## config.mk

```make
export PLATFORM = sky130hd
export DESIGN_NAME = cascadable_interval_timer
export DESIGN_NICKNAME = d
export VERILOG_FILES = /design/src/cit_pkg.sv /design/src/edge_sync.sv /design/src/tick_divider.sv /design/src/cascadable_interval_timer.sv
export VERILOG_INCLUDE_DIRS = /design/src
export SDC_FILE = /design/constraint.sdc
export NUM_CORES = 1
export LEC_CHECK = 0
export BUFFER_PORTS_ARGS = -buffer_cell sky130_fd_sc_hd__buf_2
export CAP_MARGIN = 20
export CORE_MARGIN = 5
export CORE_UTILIZATION = 64
export DETAILED_ROUTE_END_ITERATION = 8
export HOLD_SLACK_MARGIN = 0.12
export PLACE_DENSITY = 0.81
export SETUP_SLACK_MARGIN = 0.4
export SYNTH_ARGS = -nofsm -noshare
export SYNTH_HDL_FRONTEND = slang
export SYNTH_SLANG_ARGS = --single-unit
export TNS_END_PERCENT = 100
```

## constraint.sdc

```tcl
create_clock -name clk_sys -period 3.5 [get_ports clk_sys]
set_clock_uncertainty 0.1 [all_clocks]
set_input_delay 0.7 -clock clk_sys [delete_from_list [all_inputs] [get_ports clk_sys]]
set_output_delay 0.7 -clock clk_sys [all_outputs]
set_load 0.005 [all_outputs]
```

## src/cit_regs.svh

```systemverilog
`ifndef CIT_REGS_SVH
`define CIT_REGS_SVH

// register byte addresses on the host i/o space
`define CIT_EVT_ENABLES_ADDR 16'h01E3
`define CIT_EVT_FLAGS_ADDR   16'h01E4
`define CIT_CTRL_ADDR        16'h01E5
`define CIT_BASE_HIGH_ADDR   16'h01E6
`define CIT_BASE_LOW_ADDR    16'h01E7

// reset values
`define CIT_CTRL_RST         8'h00
`define CIT_BASE_HIGH_RST    8'h01
`define CIT_BASE_LOW_RST     8'hDC
`define CIT_EVT_RST          3'h0

// timer_control fields
`define CIT_CTRL_GATE2_BIT   7
`define CIT_CTRL_GATE1_BIT   6
`define CIT_CTRL_GATE0_BIT   5
`define CIT_CTRL_CHAIN_BIT   4
`define CIT_CTRL_SEL1_BIT    3
`define CIT_CTRL_SEL0_BIT    2

// counter block layout and control word fields
`define CIT_CW_PORT          2'h3
`define CIT_SC_READBACK      2'h3
`define CIT_RW_LATCH         2'h0
`define CIT_RW_LSB           2'h1
`define CIT_RW_MSB           2'h2
`define CIT_RW_BOTH          2'h3
`define CIT_RB_NCOUNT_BIT    5
`define CIT_RB_NSTATUS_BIT   4

// internal clock: pci clock edges per internal tick
`define CIT_INT_DIV          8

`endif

```

## src/cit_pkg.sv

```systemverilog
package cit_pkg;

  typedef enum logic [2:0] {
    mode_interrupt,
    mode_oneshot,
    mode_rate,
    mode_square,
    mode_sw_strobe,
    mode_hw_strobe
  } cnt_mode_e;

  typedef struct packed {
    logic       wr_ctrl;
    logic       wr_cnt;
    logic       rd;
    logic       rb_count;
    logic       rb_status;
    logic [7:0] data;
  } cnt_req_s;

  typedef struct packed {
    cnt_mode_e   mode;
    logic [2:0]  mode_raw;
    logic [1:0]  rw;
    logic        bcd;
    logic [15:0] cr;
    logic [15:0] ce;
    logic [15:0] ol;
    logic        latched;
    logic        st_latched;
    logic [7:0]  st;
    logic        wr_hi;
    logic        rd_hi;
    logic        null_cnt;
    logic        load_pend;
    logic        trig;
    logic        gate_q;
    logic        armed;
    logic        out;
  } cnt_s;

  typedef struct packed {
    logic [7:0]      ctrl;
    logic [7:0]      base_hi;
    logic [7:0]      base_lo;
    logic [2:0]      enables;
    logic [2:0]      flags;
    logic [2:0]      out_q;
    logic [7:0]      rdata;
    logic            rdata_en;
    cnt_s [2:0]      cnt;
  } top_s;

  typedef struct packed {
    logic [2:0] sh;
    logic       rise;
  } sync_s;

  typedef struct packed {
    logic [2:0] cnt;
    logic       tick;
  } div_s;

endpackage : cit_pkg

```

## src/edge_sync.sv

```systemverilog
`timescale 1ns/1ps
`default_nettype none

module edge_sync (
  // clock and reset
  input  wire logic clk_sys,
  input  wire logic nrst,
  // level in, rising-edge pulse out
  input  wire logic din,
  output logic      rise
);

  cit_pkg::sync_s state_reg;
  cit_pkg::sync_s state_next;

  // sh[0] feeds only sh[1]; edge is judged on the settled stages
  always_comb begin
    state_next      = state_reg;
    state_next.sh   = {state_reg.sh[1:0], din};
    state_next.rise = state_reg.sh[1] & ~state_reg.sh[2];
  end

  always_ff @(posedge clk_sys or negedge nrst) begin
    if (!nrst) begin
      state_reg <= '0;
    end else begin
      state_reg <= state_next;
    end
  end

  assign rise = state_reg.rise;

endmodule : edge_sync

`default_nettype wire

```

## src/tick_divider.sv

```systemverilog
`timescale 1ns/1ps
`default_nettype none
`include "cit_regs.svh"

module tick_divider (
  // clock and reset
  input  wire logic clk_sys,
  input  wire logic nrst,
  // input edge pulses, one tick out per divide count
  input  wire logic en,
  output logic      tick
);

  cit_pkg::div_s state_reg;
  cit_pkg::div_s state_next;

  always_comb begin
    state_next      = state_reg;
    state_next.tick = 1'b0;
    if (en) begin
      state_next.cnt = state_reg.cnt + 3'h1;
      state_next.tick = (state_reg.cnt == 3'(`CIT_INT_DIV - 1));
    end
  end

  always_ff @(posedge clk_sys or negedge nrst) begin
    if (!nrst) begin
      state_reg <= '0;
    end else begin
      state_reg <= state_next;
    end
  end

  assign tick = state_reg.tick;

endmodule : tick_divider

`default_nettype wire

```

## src/cascadable_interval_timer.sv

```systemverilog
`timescale 1ns/1ps
`default_nettype none
`include "cit_regs.svh"

module cascadable_interval_timer (
  // clock and reset
  input  wire logic        clk_sys,
  input  wire logic        nrst,
  // host byte i/o
  input  wire logic [15:0] io_addr,
  input  wire logic [7:0]  io_wdata,
  input  wire logic        io_wr,
  input  wire logic        io_rd,
  output logic      [7:0]  io_rdata,
  output logic             io_rdata_en,
  // clock pins
  input  wire logic        pci_clk_in,
  input  wire logic        ext_clock_in_0,
  input  wire logic        ext_clock_in_1,
  // outputs
  output logic      [2:0]  counter_out,
  output logic             irq
);

  cit_pkg::top_s state_reg;
  cit_pkg::top_s state_next;

  logic                     pci_rise;
  logic                     ext0_rise;
  logic                     ext1_rise;
  logic                     int_tick;
  logic [15:0]              base;
  logic                     blk_hit;
  logic [2:0]               tick;
  logic [2:0]               gate;
  logic [2:0]               outs;
  logic [2:0]               flag_clr;
  cit_pkg::cnt_req_s [2:0]  req;

  // external clocks cross in through a synchroniser each
  edge_sync u_sync_pci (
    .clk_sys (clk_sys),
    .nrst    (nrst),
    .din     (pci_clk_in),
    .rise    (pci_rise)
  );

  edge_sync u_sync_ext0 (
    .clk_sys (clk_sys),
    .nrst    (nrst),
    .din     (ext_clock_in_0),
    .rise    (ext0_rise)
  );

  edge_sync u_sync_ext1 (
    .clk_sys (clk_sys),
    .nrst    (nrst),
    .din     (ext_clock_in_1),
    .rise    (ext1_rise)
  );

  // pci clock edges divided down to the internal counter clock
  tick_divider u_int_div (
    .clk_sys (clk_sys),
    .nrst    (nrst),
    .en      (pci_rise),
    .tick    (int_tick)
  );

  // byte presented on a counter read, no side effects here
  function automatic logic [7:0] rd_byte(input cit_pkg::cnt_s c);
    logic [15:0] src;
    src = c.latched ? c.ol : c.ce;
    if (c.st_latched) begin
      rd_byte = c.st;
    end else if (c.rw == `CIT_RW_MSB || (c.rw == `CIT_RW_BOTH && c.rd_hi)) begin
      rd_byte = src[15:8];
    end else begin
      rd_byte = src[7:0];
    end
  endfunction : rd_byte

  // one counter for one clock: bus commands first, then counting on a tick
  function automatic cit_pkg::cnt_s cnt_step(input cit_pkg::cnt_s c, input logic tk, input logic gt,
                                             input cit_pkg::cnt_req_s q);
    cit_pkg::cnt_s s;
    logic          trg;
    logic          done;
    s    = c;
    trg  = c.trig | (gt & ~c.gate_q);
    done = 1'b0;
    s.gate_q = gt;
    if (gt && !c.gate_q) begin
      s.trig = 1'b1;
    end
    if (q.wr_ctrl) begin
      if (q.data[5:4] == `CIT_RW_LATCH) begin
        if (!c.latched) begin
          s.ol      = c.ce;
          s.latched = 1'b1;
        end
      end else begin
        s.rw       = q.data[5:4];
        s.mode_raw = q.data[3:1];
        s.mode     = q.data[2] ? cit_pkg::cnt_mode_e'({1'b0, q.data[2:1]}) : cit_pkg::cnt_mode_e'(q.data[3:1]);
        s.bcd      = q.data[0]; // stored only, counting stays binary
        s.out      = (s.mode != cit_pkg::mode_interrupt);
        s.null_cnt = 1'b1;
        s.load_pend = 1'b0;
        s.armed    = 1'b0;
        s.wr_hi    = 1'b0;
        s.rd_hi    = 1'b0;
        s.latched  = 1'b0;
        s.st_latched = 1'b0;
        s.trig     = 1'b0;
      end
    end
    if (q.wr_cnt) begin
      case (c.rw)
        `CIT_RW_LSB: begin
          s.cr = {8'h00, q.data};
          done = 1'b1;
        end
        `CIT_RW_MSB: begin
          s.cr = {q.data, 8'h00};
          done = 1'b1;
        end
        default: begin
          if (!c.wr_hi) begin
            s.cr[7:0] = q.data;
            s.wr_hi   = 1'b1;
            if (c.mode == cit_pkg::mode_interrupt) begin
              s.armed = 1'b0;
            end
          end else begin
            s.cr[15:8] = q.data;
            s.wr_hi    = 1'b0;
            done       = 1'b1;
          end
        end
      endcase
      if (done) begin
        s.null_cnt  = 1'b1;
        s.load_pend = 1'b1;
        if (c.mode == cit_pkg::mode_interrupt) begin
          s.out = 1'b0;
        end
      end
    end
    if (q.rb_count && !c.latched) begin
      s.ol      = c.ce;
      s.latched = 1'b1;
    end
    if (q.rb_status && !c.st_latched) begin
      s.st         = {c.out, c.null_cnt, c.rw, c.mode_raw, c.bcd};
      s.st_latched = 1'b1;
    end
    if (q.rd) begin
      if (c.st_latched) begin
        s.st_latched = 1'b0;
      end else if (c.rw == `CIT_RW_BOTH) begin
        s.rd_hi = ~c.rd_hi;
        if (c.rd_hi) begin
          s.latched = 1'b0;
        end
      end else begin
        s.latched = 1'b0;
      end
    end
    // a control word or count write takes this clock; counting resumes on the next tick
    if (tk && !q.wr_ctrl && !q.wr_cnt) begin
      s.trig = 1'b0;
      case (c.mode)
        cit_pkg::mode_interrupt: begin
          if (c.load_pend && !c.wr_hi) begin
            s.ce = c.cr;
            s.load_pend = 1'b0;
            s.null_cnt = 1'b0;
            s.armed = 1'b1;
          end else if (gt && c.armed) begin
            s.ce = c.ce - 16'h0001;
            if (c.ce == 16'h0001) begin
              s.out = 1'b1;
            end
          end
        end
        cit_pkg::mode_oneshot: begin
          if (trg && c.null_cnt == c.load_pend) begin
            s.ce = c.cr;
            s.load_pend = 1'b0;
            s.null_cnt = 1'b0;
            s.armed = 1'b1;
            s.out = 1'b0;
          end else if (c.armed) begin
            s.ce = c.ce - 16'h0001;
            if (c.ce == 16'h0001) begin
              s.out = 1'b1;
              s.armed = 1'b0;
            end
          end
        end
        cit_pkg::mode_rate, cit_pkg::mode_square: begin
          if (trg || (c.load_pend && !c.armed)) begin
            s.ce = (c.mode == cit_pkg::mode_square) ? (c.cr & 16'hFFFE) : c.cr;
            s.load_pend = 1'b0;
            s.null_cnt = 1'b0;
            s.armed = 1'b1;
            s.out = 1'b1;
          end else if (!gt) begin
            s.out = 1'b1;
          end else if (c.armed && c.mode == cit_pkg::mode_rate) begin
            s.ce = c.ce - 16'h0001;
            s.out = (c.ce != 16'h0002);
            if (c.ce == 16'h0001) begin
              s.ce = c.cr;
              s.load_pend = 1'b0;
              s.null_cnt = 1'b0;
            end
          end else if (c.armed) begin
            s.ce = c.ce - 16'h0002;
            if (c.ce == 16'h0002) begin
              s.ce = c.cr & 16'hFFFE;
              s.load_pend = 1'b0;
              s.null_cnt = 1'b0;
              s.out = ~c.out;
            end
          end
        end
        cit_pkg::mode_sw_strobe, cit_pkg::mode_hw_strobe: begin
          if (!c.out) begin
            s.out = 1'b1;
          end
          if (c.mode == cit_pkg::mode_sw_strobe ? (c.load_pend && !c.wr_hi) : trg) begin
            s.ce = c.cr;
            s.load_pend = 1'b0;
            s.null_cnt = 1'b0;
            s.armed = 1'b1;
          end else if (c.armed && (gt || c.mode == cit_pkg::mode_hw_strobe)) begin
            s.ce = c.ce - 16'h0001;
            if (c.ce == 16'h0001) begin
              s.out = 1'b0;
              s.armed = 1'b0;
            end
          end
        end
        default: begin
          s.armed = 1'b0;
        end
      endcase
    end
    cnt_step = s;
  endfunction : cnt_step

  always_comb begin
    state_next = state_reg;
    base     = {state_reg.base_hi, state_reg.base_lo[7:2], 2'b00}; // low bits ignored
    blk_hit  = (io_addr[15:2] == base[15:2]); // four bytes on an aligned base
    gate     = {state_reg.ctrl[`CIT_CTRL_GATE2_BIT], state_reg.ctrl[`CIT_CTRL_GATE1_BIT],
                state_reg.ctrl[`CIT_CTRL_GATE0_BIT]};
    outs     = {state_reg.cnt[2].out, state_reg.cnt[1].out, state_reg.cnt[0].out};
    tick[0]  = state_reg.ctrl[`CIT_CTRL_SEL0_BIT] ? int_tick : ext0_rise;
    tick[1]  = state_reg.ctrl[`CIT_CTRL_SEL1_BIT] ? int_tick : ext1_rise;
    // chained: counter 1 low half, its output edge clocks counter 2
    tick[2]  = state_reg.ctrl[`CIT_CTRL_CHAIN_BIT] ? int_tick : (outs[1] & ~state_reg.out_q[1]);
    flag_clr = 3'h0;
    for (int i = 0; i < 3; i++) begin
      req[i]      = '0;
      req[i].data = io_wdata;
    end
    // counter block, control word port at offset 3
    if (io_wr && blk_hit) begin
      if (io_addr[1:0] == `CIT_CW_PORT) begin
        if (io_wdata[7:6] == `CIT_SC_READBACK) begin
          for (int i = 0; i < 3; i++) begin
            req[i].rb_count  = io_wdata[i + 1] & ~io_wdata[`CIT_RB_NCOUNT_BIT];
            req[i].rb_status = io_wdata[i + 1] & ~io_wdata[`CIT_RB_NSTATUS_BIT];
          end
        end else begin
          req[io_wdata[7:6]].wr_ctrl = 1'b1;
        end
      end else begin
        req[io_addr[1:0]].wr_cnt = 1'b1;
      end
    end
    if (io_rd && blk_hit && io_addr[1:0] != `CIT_CW_PORT) begin
      req[io_addr[1:0]].rd = 1'b1;
    end
    // configuration registers; the counter block wins an overlap
    if (io_wr && !blk_hit) begin
      case (io_addr)
        `CIT_EVT_ENABLES_ADDR: state_next.enables = io_wdata[2:0];
        `CIT_EVT_FLAGS_ADDR:   flag_clr = io_wdata[2:0];
        `CIT_CTRL_ADDR:        state_next.ctrl = io_wdata; // reserved bits kept as written
        `CIT_BASE_HIGH_ADDR:   state_next.base_hi = io_wdata;
        `CIT_BASE_LOW_ADDR:    state_next.base_lo = io_wdata;
        default: begin
        end
      endcase
    end
    state_next.rdata_en = 1'b0;
    state_next.rdata    = 8'h00;
    if (io_rd) begin
      state_next.rdata_en = 1'b1;
      if (blk_hit) begin
        state_next.rdata = (io_addr[1:0] == `CIT_CW_PORT) ? 8'h00 : rd_byte(state_reg.cnt[io_addr[1:0]]);
      end else begin
        case (io_addr)
          `CIT_EVT_ENABLES_ADDR: state_next.rdata = {5'h00, state_reg.enables};
          `CIT_EVT_FLAGS_ADDR:   state_next.rdata = {5'h00, state_reg.flags}; // polled freely
          `CIT_CTRL_ADDR:        state_next.rdata = state_reg.ctrl;
          `CIT_BASE_HIGH_ADDR:   state_next.rdata = state_reg.base_hi;
          `CIT_BASE_LOW_ADDR:    state_next.rdata = state_reg.base_lo;
          default:               state_next.rdata_en = 1'b0;
        endcase
      end
    end
    for (int i = 0; i < 3; i++) begin
      state_next.cnt[i] = cnt_step(state_reg.cnt[i], tick[i], gate[i], req[i]);
    end
    // a rise in the clearing cycle still sets its flag
    state_next.out_q = outs;
    state_next.flags = (state_reg.flags & ~flag_clr) | (outs & ~state_reg.out_q);
  end

  always_ff @(posedge clk_sys or negedge nrst) begin
    if (!nrst) begin
      state_reg         <= '0;
      state_reg.ctrl    <= `CIT_CTRL_RST;
      state_reg.base_hi <= `CIT_BASE_HIGH_RST;
      state_reg.base_lo <= `CIT_BASE_LOW_RST;
      state_reg.enables <= `CIT_EVT_RST;
      state_reg.flags   <= `CIT_EVT_RST;
    end else begin
      state_reg <= state_next;
    end
  end

  assign io_rdata    = state_reg.rdata;
  assign io_rdata_en = state_reg.rdata_en;
  assign counter_out = outs;
  assign irq         = |(state_reg.flags & state_reg.enables);

endmodule : cascadable_interval_timer

`default_nettype wire

```

Word-level counts from Yosys, hierarchy flattened --
Index checks and enable logic that the tools add are counted.
Word-level totals: bits of input ports 31, register bits after elaboration 283
Cells by class: equal/unequal tests 69, bitwise gates (word level) 40, $lt $le $gt $ge 4, mux-type cells 291, reductions and logical operators 120, $add $sub $neg 7
Operator list (count):
- $mux 16 | 40
- $pmux 16 s4 | 3
- $bmux 75 s2 | 1
- $mux 2 | 66
- $bwmux 39 | 3
- $mux 39 | 3
- $mux 1 | 114
- $mux 17 | 6
- $pmux 16 s2 | 3
- $mux 8 | 11
- $eq 16x9->1 const B | 5
- $demux 13 s2 | 3
- $mux 69 | 1
- $mux 18 | 3
- $eq 16x1->1 const B | 3
- $eq 16x2->1 const B | 3
- $ne 16x2->1 const B | 3
- $sub 16x1->16 const B | 3
- $sub 16x2->16 const B | 3
- $logic_and 1x1->1 | 40
- $pmux 8 s5 | 1
- $mux 9 | 4
- $mux 11 | 3
- $mux 5 | 6
- other kinds (39) | 200

Depth between registers and ports, before layout --
depth in word-level cells 25, gate-level depth with buffers 11, depth with buffers taken out 9

By module --
A second synthesis with hierarchy kept.
Second synthesis, totals: cell total of the unflattened synthesis 1935, area total of the unflattened synthesis 17152.7 µm²
By module, submodules not included:
- cascadable_interval_timer | cells each 1910, times used 1, area an instance 16647.2 µm²
- edge_sync | cells each 5, times used 3, area an instance 113.9 µm²
- tick_divider | cells each 10, times used 1, area an instance 163.9 µm²

Worst setup path after synthesis --
No wires, ideal clock.
kind input -> register, start input port io_addr[4], end register state_reg[83] (netlist name), slack 451 ps, arrival 2822 ps, path buffers 1, cell stages on the path 8, cell sequence xnor2_1 > nand4_1 > nor4_4 > nand2_2 > or3_1 > or3b_1 > buf_2 > mux2_1
On the way: cells in the longest elaborated chain, start to end 6
RTL lines:
- from (decl) | RTL line cascadable_interval_timer.sv:10 | input wire logic [15:0] io_addr,
- $eq 14x14->1 (*) | RTL line cascadable_interval_timer.sv:257 | blk_hit = (io_addr[15:2] == base[15:2]);
- $logic_and 1x1->1 | RTL line cascadable_interval_timer.sv:271 | if (io_wr && blk_hit) begin
- $mux 39 | RTL line cascadable_interval_timer.sv:271
- $bwmux 39 | RTL line cascadable_interval_timer.sv:286 | req[io_addr[1:0]].rd = 1'b1;
- $mux 39 (*) | RTL line cascadable_interval_timer.sv:285 | if (io_rd && blk_hit && io_addr[1:0] != `CIT_CW_PORT) begin
- $logic_and 1x1->1 (*) | RTL line cascadable_interval_timer.sv:154 | if (q.rb_status && !c.st_latched) begin
- to (signal assigned) | RTL line cascadable_interval_timer.sv:334 | state_reg <= state_next;
- to (decl) | RTL line cascadable_interval_timer.sv:25 | cit_pkg::top_s state_reg;
Mark *: on every way between the ends. The rest lies on a longest branch, timed or not. A chain may end at the register's enable or synchronous reset.

Worst setup path after layout --
start register state_reg[74] (netlist name), end register state_reg[43] (netlist name)
On the way: cells in the longest elaborated chain, start to end 6
RTL lines:
- $eq 3x2->1 | RTL line cascadable_interval_timer.sv:173, cascadable_interval_timer.sv:211
- $logic_and 1x1->1 | RTL line cascadable_interval_timer.sv:211 | end else if (c.armed && c.mode == cit_pkg::mode_rate) begin
- $mux 16 | RTL line cascadable_interval_timer.sv:211
- $mux 16 | RTL line cascadable_interval_timer.sv:209 | end else if (!gt) begin
- $mux 16 | RTL line cascadable_interval_timer.sv:203 | if (trg || (c.load_pend && !c.armed)) begin
- $pmux 16 s4 | RTL line cascadable_interval_timer.sv:173 | case (c.mode)
Several ways; a longest one is shown, not always the timed one. The select of a mux whose other input is x is not followed.

==> impl_metrics.env <==
export IMPL_synth_most_common_cell="nand2_1"
export IMPL_crit_path_end_kind="register"
export IMPL_core_area_sq_mm=0.0267
export IMPL_die_area_sq_mm=0.0302
export IMPL_fin_ws_ns=0.485
export IMPL_ys_types=87
export IMPL_p_sw_mw=1.63
export IMPL_max_stage_delay_ns=0.55
export IMPL_ys_async_sr_fraction_pct=100
export IMPL_drt_wirelength_per_cell_um=23.5
export IMPL_clock_latency_ns=0.59
export IMPL_syn2layout_area_growth_pct=13.0
export IMPL_placed_area_sq_mm=0.0181
export IMPL_antenna_left=0
export IMPL_worstPathMaxFanout=14
export IMPL_cts_buffers=30
export IMPL_crit_buf_inv=0
export IMPL_hold_viol_final=0
export IMPL_crit_type="register to register"
export IMPL_slew_headroom_pct=40.5
export IMPL_p_comb_share_pct=5.2
export IMPL_largest_reg_flops=232
export IMPL_dr_first_iter_drc_count=2186
export IMPL_powerDensity_mw_per_mm2=360
export IMPL_grt_setup_unrepaired="yes"
export IMPL_ys_top_cells_by_area="dfrtp_1, nand2_1, mux2_2"
export IMPL_clockBufferDepth=3
export IMPL_cp_slowest_cell="dfrtp_1"
export IMPL_final_nets=2034
export IMPL_syn_area_per_cell_sq_um=8.91
export IMPL_swShare_pct=23.4
export IMPL_synthFlopType="dfrtp_1"
export IMPL_globalplace_congestion=0.973
export IMPL_synth_top_family_by_area="compound AO/OA/AOI/OAI gates"
export IMPL_ys_ff_latch=277
export IMPL_place_ws_ns=0.162
export IMPL_vias=16166
export IMPL_total_leakage_power_nw=8.70
export IMPL_cts_root_buf="clkbuf_16"
export IMPL_clkPwrFrac_pct=48.3
export IMPL_synth_simple_gate_area_share_pct=19.9
export IMPL_die_h_um=174
export IMPL_power_total_mw=6.98
export IMPL_synthMuxAreaShare_pct=10.9
export IMPL_setup_tns_ns=0
export IMPL_yosysWarningCount=0
export IMPL_finalSetupViolCount=0
export IMPL_worstMarginPinSlew_ns=0.892
export IMPL_grt_usage_pct=35.6
export IMPL_required_ns=3.85
export IMPL_pwr_share_seq_pct=46.5
export IMPL_peakVddDrop_uv=579
export IMPL_synth_compound_area_share_pct=20.5
export IMPL_io_pins=44
export IMPL_start_kind="register"
export IMPL_syn_inst=1928
export IMPL_fill_cells=1974
export IMPL_antenna_found_initial=0
export IMPL_hold_class="register to register"
export IMPL_outcome="finished, final reports clean"
export IMPL_layout_drive_gt1_share_pct=18.1
export IMPL_seq_area_frac_synth_pct=40.4
export IMPL_wl_um=55100
export IMPL_synthesis_nets=1985
export IMPL_grt_pass1_vias=15658
export IMPL_dieWidth_um=174
export IMPL_drv_slew=0
export IMPL_cts_sinks=277
export IMPL_htreeDepth=1
export IMPL_synth_adder_area_share_pct=1.89
export IMPL_synth_top_area_share_pct=39.5
export IMPL_cts_tree="built"
export IMPL_period_minus_slack_ns=3.02
export IMPL_place_hpwl_um=39600
export IMPL_gr_total_overflow=0
export IMPL_yosysTopAreaCell="dfrtp_1"
export IMPL_path_common_cell="nor3_1"
export IMPL_synth_edff_count=0
export IMPL_syn_area_sq_mm=0.0172
export IMPL_grt_max_degree=97
export IMPL_path_cells="nand4bb_1 > mux2i_1 > nor3_1 > a211o_1 > a22o_1 > a2111oi_0 > nor3_1"
export IMPL_start_util_pct=64.4
export IMPL_clk_pin_slew_ns=0.06
export IMPL_critPathArrivalTime_ns=3.37
export IMPL_ys_top_cells_by_count="nand2_1, dfrtp_1, o21ai_0"
export IMPL_row_count=60
export IMPL_fmax_mhz=332
export IMPL_grt_pass1_wl_um=87400
export IMPL_synthXorXnorAreaFrac_pct=2.09
export IMPL_path_delay_family="compound AO/OA/AOI/OAI gates"
export IMPL_drc_errors=0
export IMPL_design_area_sq_mm=0.0194
export IMPL_min_period_over_period_pct=86.1
export IMPL_via_per_inst=6.90
export IMPL_drv_cap=0
export IMPL_first_pass_iters=8
export IMPL_portBuffers=43
export IMPL_intPower_mw=5.35
-- cell usage in the layout (no fill, tap or decap), drive strengths merged, types with 21 or more instances in the layout --
cell type  Yosys  routed
xnor2         27      27
nand2        274     274
nor3          49      49
a21oi         95      95
ha            26      26
o22ai         21      21
mux2i         57      57
nor2         122     122
nor4          26      26
or3           21      21
mux2         109     109
nor2b         21      21
inv           36      36
o211ai        28      28
nand2b        29      29
buf           38     163
clkbuf       112      46
o21ai        169     169
dfrtp        271     271
nand3         46      46
-- cells by family after synthesis --
| group | after synthesis |
|---|---|
| AND/OR/NAND/NOR | 692 |
| AO/OA/AOI/OAI | 537 |
| flip-flops | 277 |
| buffers and inverters | 186 |
| multiplexers | 169 |
| XOR/XNOR | 41 |
| adder cells (fa/ha/maj) | 26 |
-- worst reg2reg max path, cell delays in order (launching register included) --
cell and delay [ns]:
dfrtp_1 0.55, nand4bb_1 0.55, mux2i_1 0.37, nor3_1 0.12, a211o_1 0.43, a22o_1 0.31
a2111oi_0 0.37, nor3_1 0.09
-- per-layer routing --
layer	part of all wire [%]	wire [um]	track usage (%)
met2	46	25300	56.7
met3	9.6	5310	5.30
met1	40	22200	50.0
met4	4.1	2240	12.8
met5	0	0	0
-- path summary, 6_finish.rpt --
check                                                from                   endpoint  slack, ns  cells past startpoint
worst max-delay path                        state_reg[74]              state_reg[43]       0.48                      7
worst min-delay path            u_sync_ext1.state_next[2]  u_sync_ext1.state_next[3]       0.26                      0
worst max register to register              state_reg[74]              state_reg[43]       0.48                      7
worst min register to register  u_sync_ext1.state_next[2]  u_sync_ext1.state_next[3]       0.26                      0
max in group asynchronous                            nrst                    base[4]       1.81                      3
min in group asynchronous                            nrst             state_reg[194]       0.59                      2
-- per-stage QoR --
stage	util [%]	instances	hold slack [ns]
after global routing	72.8	2341	0.268
after global placement	68.0	2276	0.239
after floorplan	-	1928	0.231
final	72.8	2343	0.257
after detailed placement	68.0	2276	0.238
after CTS	72.2	2336	0.260
-- power by group through the flow --
| stage | Clock [mW] | Combinational (mW) | Sequential (mW) |
|---|---|---|---|
| floorplan | 0 | 0.156 | 3.30 |
| global placement | 0 | 0.339 | 3.30 |
| detailed placement | 0 | 0.355 | 3.31 |
| CTS | 3.39 | 0.361 | 3.25 |
| global route | 3.55 | 0.396 | 3.25 |
| finish | 3.37 | 0.363 | 3.25 |
-- final cells by class --
type	count	area (sq um)	share of cell area [%]
sequential	277	6940	35.8
antenna	2	5.00	0.0258
clock inverter	9	161	0.832
tap	341	427	2.20
clock buffer	46	901	4.64
multi-input combinational	1465	9590	49.5
timing repair buffer	167	1240	6.37
inverter	36	135	0.697
-- repair_timing --
item,CTS,global route
setup buffers,1,5
resized for setup,1,26
pin swaps,1,3
hold buffers,4,0
hold endpoints to repair,36,0
endpoints found under the setup margin,4,51
Power figures use the tool's default switching activity.
